**config.mk**
```make
export PLATFORM = sky130hd
export DESIGN_NAME = wakeup_irq_flag_logic
export DESIGN_NICKNAME = d
export VERILOG_FILES = /design/src/wakeup_irq_pkg.sv /design/src/edge_detect.sv /design/src/wakeup_irq_flag_logic.sv
export SDC_FILE = /design/constraint.sdc
export NUM_CORES = 1
export LEC_CHECK = 0
export BUFFER_PORTS_ARGS = -buffer_cell sky130_fd_sc_hd__buf_2
export CORE_MARGIN = 5
export CORE_UTILIZATION = 38
export CTS_CLUSTER_DIAMETER = 60
export DETAILED_ROUTE_END_ITERATION = 7
export PLACE_DENSITY = 0.74
export SYNTH_ARGS = -nofsm -noshare
export SYNTH_HDL_FRONTEND = slang
export SYNTH_SLANG_ARGS = --single-unit
```
**constraint.sdc**
```tcl
create_clock -name clk_sys_i -period 1.6 [get_ports clk_sys_i]
set_input_delay 0.16 -clock clk_sys_i [delete_from_list [all_inputs] [get_ports clk_sys_i]]
set_output_delay 0.16 -clock clk_sys_i [all_outputs]
set_load 0.005 [all_outputs]
```
**src/wakeup_irq_pkg.sv**
```systemverilog
package wakeup_irq_pkg;
  // number of wakeup inputs
  localparam int unsigned WAKE_COUNT = 8;
  // timer a counter width and its wrap points
  localparam int unsigned TMR_WIDTH = 8;
  localparam logic [7:0] TMR_MAX = 8'hFF;
  localparam logic [7:0] TMR_ZERO = 8'h00;
  // flag reset values
  localparam logic FLAG_RST = 1'h0;
  localparam logic [7:0] WAKE_FLAG_RST = 8'h00;
  // edge select encoding
  localparam logic EDGE_SEL_FALL = 1'h0;
  localparam logic EDGE_SEL_RISE = 1'h1;
  // synchronised input reset levels (pins idle high)
  localparam logic PIN_IDLE = 1'h1;
  localparam logic [7:0] WAKE_PIN_IDLE = 8'hFF;
  // write value that clears a flag
  localparam logic CLEAR_VAL = 1'h0;
endpackage : wakeup_irq_pkg

```
**src/edge_detect.sv**
```systemverilog
`timescale 1ns/1ps
`default_nettype none
// single edge detector for one synchronous input
module edge_detect
(
  input wire logic clk_sys_i,
  input wire logic arst_n_i,
  input wire logic sig_i,
  input wire logic rise_sel_i,
  output logic edge_o
);
  logic prev_q; // previous sample of the input
  logic prev_d;

  // next previous-sample value
  always_comb
  begin
    prev_d = sig_i;
  end

  // register the previous sample, idle high after reset
  always_ff @(posedge clk_sys_i or negedge arst_n_i)
  begin
    if (!arst_n_i)
    begin
      prev_q <= wakeup_irq_pkg::PIN_IDLE;
    end
    else
    begin
      prev_q <= prev_d;
    end
  end

  // rising or falling edge selected by rise_sel_i
  always_comb
  begin
    if (rise_sel_i)
    begin
      edge_o = sig_i & ~prev_q;
    end
    else
    begin
      edge_o = ~sig_i & prev_q;
    end
  end
endmodule : edge_detect
`default_nettype wire

```
**src/wakeup_irq_flag_logic.sv**
```systemverilog
`timescale 1ns/1ps
`default_nettype none
// Functional notes
// edge select: clear falling, set rising
// timer a flag set on FF to 00
// timer a flag cleared by zero write
// timer a request needs enable set
// direct-transition request gated by enable
// direct-transition flag set on direct sleep
// direct-transition flag cleared by zero write
// wakeup flag set on enabled falling edge
// wakeup flag cleared by zero write
// wakeup flag ignores one writes
// timer flag register accepts only zeros
// transition flag register accepts only zeros
// request only when flag and enable set; the wakeup request has no enable, any set wakeup flag raises it
module wakeup_irq_flag_logic
#(
  parameter int unsigned WAKE_N = wakeup_irq_pkg::WAKE_COUNT
)
(
  input wire logic clk_sys_i,
  input wire logic arst_n_i,
  // shared external interrupt and converter trigger pin
  input wire logic edge_irq_input_i,
  input wire logic edge_sel_rise_i,
  // timer a counter value and overflow enable
  input wire logic [7:0] timer_a_count_i,
  input wire logic timer_a_irq_en_i,
  // timer a flag write strobe and data
  input wire logic timer_a_flag_wr_i,
  input wire logic timer_a_flag_wdata_i,
  // low-power instruction and direct transition status
  input wire logic sleep_exec_i,
  input wire logic direct_transfer_control_i,
  input wire logic direct_transition_taken_i,
  input wire logic direct_transition_irq_en_i,
  input wire logic direct_transition_flag_wr_i,
  input wire logic direct_transition_flag_wdata_i,
  // wakeup pins, their function select and flag write
  input wire logic [WAKE_N-1:0] wakeup_input_n_i,
  input wire logic [WAKE_N-1:0] wakeup_pin_sel_i,
  input wire logic wakeup_flag_wr_i,
  input wire logic [WAKE_N-1:0] wakeup_flag_wdata_i,
  // outputs
  output logic edge_irq_event_o,
  output logic timer_a_request_flag_o,
  output logic timer_a_irq_o,
  output logic direct_transition_request_flag_o,
  output logic direct_transition_irq_o,
  output logic [WAKE_N-1:0] wakeup_request_flag_n_o,
  output logic wakeup_irq_o
);

  // clear decode: a write of zero to a flag that holds one
  function automatic logic zero_clear(input logic wr, input logic wd,
                                      input logic flag);
    zero_clear = wr & (wd == wakeup_irq_pkg::CLEAR_VAL) & flag;
  endfunction : zero_clear

  // edge seen on the shared pin this cycle
  logic edge_hit;
  // falling edges on the wakeup pins
  logic [WAKE_N-1:0] wake_fall;
  // timer a group: last sampled count, flag and request
  logic [wakeup_irq_pkg::TMR_WIDTH-1:0] tmr_prev_q;
  logic [wakeup_irq_pkg::TMR_WIDTH-1:0] tmr_prev_d;
  logic tmr_flag_q; // timer a flag
  logic tmr_flag_d;
  logic tmr_irq_q; // timer a request
  logic tmr_irq_d;
  logic tmr_wrap; // counter stepped from top to zero
  logic tmr_clr; // zero write hits a set timer flag
  // direct-transition group: flag and request
  logic dt_flag_q; // direct-transition flag
  logic dt_flag_d;
  logic dt_irq_q; // direct-transition request
  logic dt_irq_d;
  logic dt_set; // direct transition happened
  logic dt_clr; // zero write hits a set transition flag
  // wakeup group: one flag per pin, one shared request
  logic [WAKE_N-1:0] wk_flag_q;
  logic [WAKE_N-1:0] wk_flag_d;
  logic wk_irq_q;
  logic wk_irq_d;
  // shared pin event, registered for one cycle
  logic edge_evt_q;
  logic edge_evt_d;

  // shared pin edge detector with selectable polarity
  edge_detect u_edge_irq
  (
    .clk_sys_i(clk_sys_i),
    .arst_n_i(arst_n_i),
    .sig_i(edge_irq_input_i),
    .rise_sel_i(edge_sel_rise_i),
    .edge_o(edge_hit)
  );

  // falling edge detectors, one per wakeup pin
  genvar gi;
  generate
    for (gi = 0; gi < WAKE_N; gi++)
    begin : g_wake
      edge_detect u_wake
      (
        .clk_sys_i(clk_sys_i),
        .arst_n_i(arst_n_i),
        .sig_i(wakeup_input_n_i[gi]),
        .rise_sel_i(wakeup_irq_pkg::EDGE_SEL_FALL),
        .edge_o(wake_fall[gi])
      );
    end
  endgenerate

  // timer a: wrap detect, flag update and gated request
  always_comb
  begin
    tmr_prev_d = timer_a_count_i;
    // overflow is seen as the top value followed by zero
    tmr_wrap = (tmr_prev_q == wakeup_irq_pkg::TMR_MAX) &&
               (timer_a_count_i == wakeup_irq_pkg::TMR_ZERO);
    // only a zero write clears; a one write leaves the flag alone
    tmr_clr = zero_clear(timer_a_flag_wr_i, timer_a_flag_wdata_i,
                         tmr_flag_q);
    tmr_flag_d = tmr_flag_q;
    if (tmr_clr)
    begin
      // software clear
      tmr_flag_d = wakeup_irq_pkg::FLAG_RST;
    end
    if (tmr_wrap)
    begin
      // a wrap in the clearing cycle is not lost
      tmr_flag_d = 1'h1;
    end
    // request follows the next flag so both change on one edge
    tmr_irq_d = tmr_flag_d & timer_a_irq_en_i;
  end

  // timer a registers
  always_ff @(posedge clk_sys_i or negedge arst_n_i)
  begin
    if (!arst_n_i)
    begin
      tmr_prev_q <= wakeup_irq_pkg::TMR_ZERO;
      tmr_flag_q <= wakeup_irq_pkg::FLAG_RST;
      tmr_irq_q <= wakeup_irq_pkg::FLAG_RST;
    end
    else
    begin
      tmr_prev_q <= tmr_prev_d;
      tmr_flag_q <= tmr_flag_d;
      tmr_irq_q <= tmr_irq_d;
    end
  end

  // direct transition: flag set by a direct sleep exit, zero-write clear
  always_comb
  begin
    // the low-power instruction must run with direct transfer on and
    // the transition must actually be made
    dt_set = sleep_exec_i & direct_transfer_control_i &
             direct_transition_taken_i;
    dt_clr = zero_clear(direct_transition_flag_wr_i,
                        direct_transition_flag_wdata_i, dt_flag_q);
    dt_flag_d = dt_flag_q;
    if (dt_clr)
    begin
      // software clear
      dt_flag_d = wakeup_irq_pkg::FLAG_RST;
    end
    if (dt_set)
    begin
      // set wins over a clear in the same cycle
      dt_flag_d = 1'h1;
    end
    // request blocked while the enable is low
    dt_irq_d = dt_flag_d & direct_transition_irq_en_i;
  end

  // direct transition registers
  always_ff @(posedge clk_sys_i or negedge arst_n_i)
  begin
    if (!arst_n_i)
    begin
      dt_flag_q <= wakeup_irq_pkg::FLAG_RST;
      dt_irq_q <= wakeup_irq_pkg::FLAG_RST;
    end
    else
    begin
      dt_flag_q <= dt_flag_d;
      dt_irq_q <= dt_irq_d;
    end
  end

  // wakeup flags: set on a selected falling edge, cleared per bit
  always_comb
  begin
    for (int i = 0; i < WAKE_N; i++)
    begin
      // a one in the write data keeps the flag
      wk_flag_d[i] = wk_flag_q[i];
      if (zero_clear(wakeup_flag_wr_i, wakeup_flag_wdata_i[i],
                     wk_flag_q[i]))
      begin
        // a zero bit of the write clears this flag only
        wk_flag_d[i] = wakeup_irq_pkg::FLAG_RST;
      end
      if (wake_fall[i] & wakeup_pin_sel_i[i])
      begin
        // a falling edge in the clearing cycle wins
        wk_flag_d[i] = 1'h1;
      end
    end
    // any pending wakeup flag raises the shared request
    wk_irq_d = |wk_flag_d;
  end

  // wakeup registers
  always_ff @(posedge clk_sys_i or negedge arst_n_i)
  begin
    if (!arst_n_i)
    begin
      wk_flag_q <= {WAKE_N{wakeup_irq_pkg::FLAG_RST}};
      wk_irq_q <= wakeup_irq_pkg::FLAG_RST;
    end
    else
    begin
      wk_flag_q <= wk_flag_d;
      wk_irq_q <= wk_irq_d;
    end
  end

  // shared pin edge event, held for one cycle
  always_comb
  begin
    edge_evt_d = edge_hit;
  end

  // shared pin event register
  always_ff @(posedge clk_sys_i or negedge arst_n_i)
  begin
    if (!arst_n_i)
    begin
      edge_evt_q <= wakeup_irq_pkg::FLAG_RST;
    end
    else
    begin
      edge_evt_q <= edge_evt_d;
    end
  end

  // outputs straight from flip-flops
  assign edge_irq_event_o = edge_evt_q;
  assign timer_a_request_flag_o = tmr_flag_q;
  assign timer_a_irq_o = tmr_irq_q;
  assign direct_transition_request_flag_o = dt_flag_q;
  assign direct_transition_irq_o = dt_irq_q;
  assign wakeup_request_flag_n_o = wk_flag_q;
  assign wakeup_irq_o = wk_irq_q;

endmodule : wakeup_irq_flag_logic
`default_nettype wire

```
==> flow_metrics.env <==
export IMPL_fmax_mhz=646
export IMPL_clock_latency_ns=0.32
export IMPL_synth_top_area_share_pct=52.4
export IMPL_ys_ff_latch=31
export IMPL_tns_ns=0
export IMPL_path_cells="dlygate4sd3_1 -> buf_2 -> o2bb2ai_2 -> or4_1 -> or4_1"
export IMPL_report_final_slew_viol_count=0
export IMPL_port_buffers=59
export IMPL_period_share_pct=96.7
export IMPL_crit_path_end_kind="flop"
export IMPL_synth_warnings=0
export IMPL_hold_slack_ns=0.0432
export IMPL_p_int_mw=1.23
export IMPL_dieArea_um2=3910
export IMPL_core_um2=2710
export IMPL_grt_max_degree=32
export IMPL_synthesis_nets=122
export IMPL_setup_slack_ns=0.0521
export IMPL_slew_headroom_pct=56.4
export IMPL_p_sw_share_pct=22.6
export IMPL_p_comb_share_pct=13.7
export IMPL_critPathArrivalTime_ns=1.75
export IMPL_diodes=0
export IMPL_final_nets=207
export IMPL_cp_slowest_cell="dlygate4sd3_1"
export IMPL_peakVddDrop_uv=787
export IMPL_cts_setup_buffers=0
export IMPL_cpLargestDelayFamily="simple AND/OR/NAND/NOR gates"
export IMPL_ios=60
export IMPL_finalCriticalPeriod_ns=1.55
export IMPL_antenna_found_initial=0
export IMPL_fin_skew_ns=0.00390
export IMPL_place_ws_ns=-0.0496
export IMPL_power_net_switching_mw=0.361
export IMPL_area_growth_syn_to_layout_pct=57.7
export IMPL_crit_path_frequent_cell="or4_1"
export IMPL_regArea_um2=787
export IMPL_drt_first_pass_iters=4
export IMPL_setup_viol=0
export IMPL_status="finished, final reports clean"
export IMPL_cts_tree="done"
export IMPL_leakage_nw=0.811
export IMPL_vias=901
export IMPL_rows=19
export IMPL_avgSynthCellArea_um2=13.8
export IMPL_ys_seq_area_share_pct=75.0
export IMPL_cp_start_kind="primary input"
export IMPL_finalHoldViolCount=0
export IMPL_htree_levels=2
export IMPL_grt_pass1_wl_um=4500
export IMPL_cts_inserted_buffers=5
export IMPL_synth_cells=76
export IMPL_gp_congestion=0.710
export IMPL_power_mw=1.59
export IMPL_multi_input_area_um2=270
export IMPL_required_ns=1.80
export IMPL_synth_edff_count=0
export IMPL_clkTransAtPathRegs_ns=0.09
export IMPL_vias_per_cell=4.67
export IMPL_cpPeakStageDelay_ns=0.52
export IMPL_grt_util_all_layers_pct=14.7
export IMPL_nFillCells=221
export IMPL_synth_top_area_cell="dfrtp_1"
export IMPL_worstSetupPathType="in2reg"
export IMPL_clock_path_buffers=2
export IMPL_post_synth_top_count_cell="dfrtp_1"
export IMPL_yosysUniqueCellTypes=16
export IMPL_root_buffer="clkbuf_4"
export IMPL_fp_dieH_um=62.6
export IMPL_fp_dieW_um=62.6
export IMPL_drive_above_1_share_pct=49.4
export IMPL_power_density_nw_per_um2=963
export IMPL_routed_wl_um=2620
export IMPL_path_max_fanout=2
export IMPL_synth_common_cells="dfrtp_1 (22), nand2_1 (11), dfstp_2 (9)"
export IMPL_post_dp_hpwl_um=1890
export IMPL_wl_per_cell_um=13.6
export IMPL_tightest_slew_ns=0.655
export IMPL_cap_violations=0
export IMPL_first_global_vias=1033
export IMPL_worst_path_buf_inv=2
export IMPL_p_seq_share_pct=54.6
export IMPL_netlist_area_um2=1050
export IMPL_clockPowerShare_pct=31.7
export IMPL_synth_main_ff_cell="dfrtp_1"
export IMPL_dpl_cell_count=167
export IMPL_yosys_top_cells_area="dfrtp_1 (52%), dfstp_2 (23%), nand2_1 (3.9%), o21ai_0 (3.8%), nand2b_1 (3.6%)"
export IMPL_initial_core_util_pct=38.7
export IMPL_drt_iter0_markers=19
export IMPL_fin_cells=193
export IMPL_drcViolationCount=0
export IMPL_min_path_type="in2reg"
export IMPL_gr_total_overflow=0
export IMPL_ys_async_sr_fraction_pct=100
export IMPL_numClockSinks=31
export IMPL_antenna_left=0
## through the flow
step           util, %  cell area [um^2]
6_report          61.1              1660
3_5_place_dp      51.3              1390
2_1_floorplan        -              1050
4_1_cts           60.5              1640
3_3_place_gp      51.3              1390
5_1_grt           61.1              1660
## cell type report
cell class | count | area share [%]
clock buffer | 8 | 4.16
inverter | 2 | 0.454
multi-input combinational | 43 | 16.3
sequential | 31 | 47.5
tap | 31 | 2.34
timing repair buffer | 78 | 29.2
## path summary, 6_finish.rpt
check | cells after the start | start | slack [ns] | end
worst min-delay path | 2 | timer_a_irq_en_i | 0.04 | timer_a_irq_o
worst max-delay path | 5 | wakeup_input_n_i[0] | 0.05 | wakeup_irq_o
max in group asynchronous | 2 | arst_n_i | 0.78 | tmr_prev_q[3]
worst min register to register | 1 | wakeup_request_flag_n_o[0] | 0.52 | wakeup_request_flag_n_o[0]
min in group asynchronous | 2 | arst_n_i | 0.39 | wakeup_request_flag_n_o[5]
worst max register to register | 3 | wakeup_request_flag_n_o[0] | 0.06 | wakeup_irq_o
## sequential cells by signal, summed over array words and instances (netlist names)
| name | count |
|---|---|
| g_wake.u_wake.prev_q | 8 |
| tmr_prev_q | 8 |
| timer_a_irq_o | 1 |
| timer_a_request_flag_o | 1 |
| edge_irq_event_o | 1 |
| direct_transition_request_flag_o | 1 |
| direct_transition_irq_o | 1 |
| wakeup_request_flag_n_o | 8 |
| u_edge_irq.prev_q | 1 |
| wakeup_irq_o | 1 |
## cells in the final DEF (no fill, tap or decap)
cell and instances:
or3b_4 1, dlygate4sd3_1 18, buf_4 1, clkbuf_8 2
dfrtp_1 22, o21ai_0 8, nand2b_1 6, and2_1 2
o2bb2ai_1 2, a32o_1 1, clkbuf_4 5, nor2_1 2
or4_1 2, inv_1 2, o31ai_1 1, dfstp_2 9
nand4_1 2, clkbuf_1 1, nand2_1 11, nor4_1 2
o2bb2ai_2 3, buf_2 59
## worst register-to-register path, stage by stage (launching register included)
cell	delay [ns]
dfrtp_1	0.39
o2bb2ai_2	0.13
or4_1	0.50
or4_1	0.40
## per-layer routing
layer / track usage, % / share of wire (%) / vias to the layer above / wire length (um)
met5: 0 / 0 / - / 0
met4: 2.39 / 0 / 0 / 0
met3: 9.89 / 12 / 0 / 319
met2: 25.8 / 53 / 50 / 1380
met1: 14.5 / 35 / 417 / 912
li1: - / - / 434 / -
## timing repair
action,in CTS,in global routing
gates cloned,0,0
gates resized for setup,0,3
pin swaps,1,1
hold buffers,18,0
endpoints found under the hold margin,39,0
endpoints found under the setup margin,1,1
## power by group through the flow
stage / Combinational (mW) / Clock (mW) / Sequential, mW
floorplan: 0.0497 / 0 / 0.885
global placement: 0.174 / 0 / 0.880
detailed placement: 0.179 / 0 / 0.885
CTS: 0.213 / 0.524 / 0.870
global route: 0.245 / 0.561 / 0.878
finish: 0.218 / 0.506 / 0.871
## kinds of logic after synthesis
kind of cell / after synthesis / share of synthesized area (%)
DFF: 31 / 75.0
and+or+nand+nor: 28 / 14.1
AOI/OAI and AO/OA: 15 / 10.2
buffers and inverters: 2 / 0.715
Power figures use the tool's default switching activity.
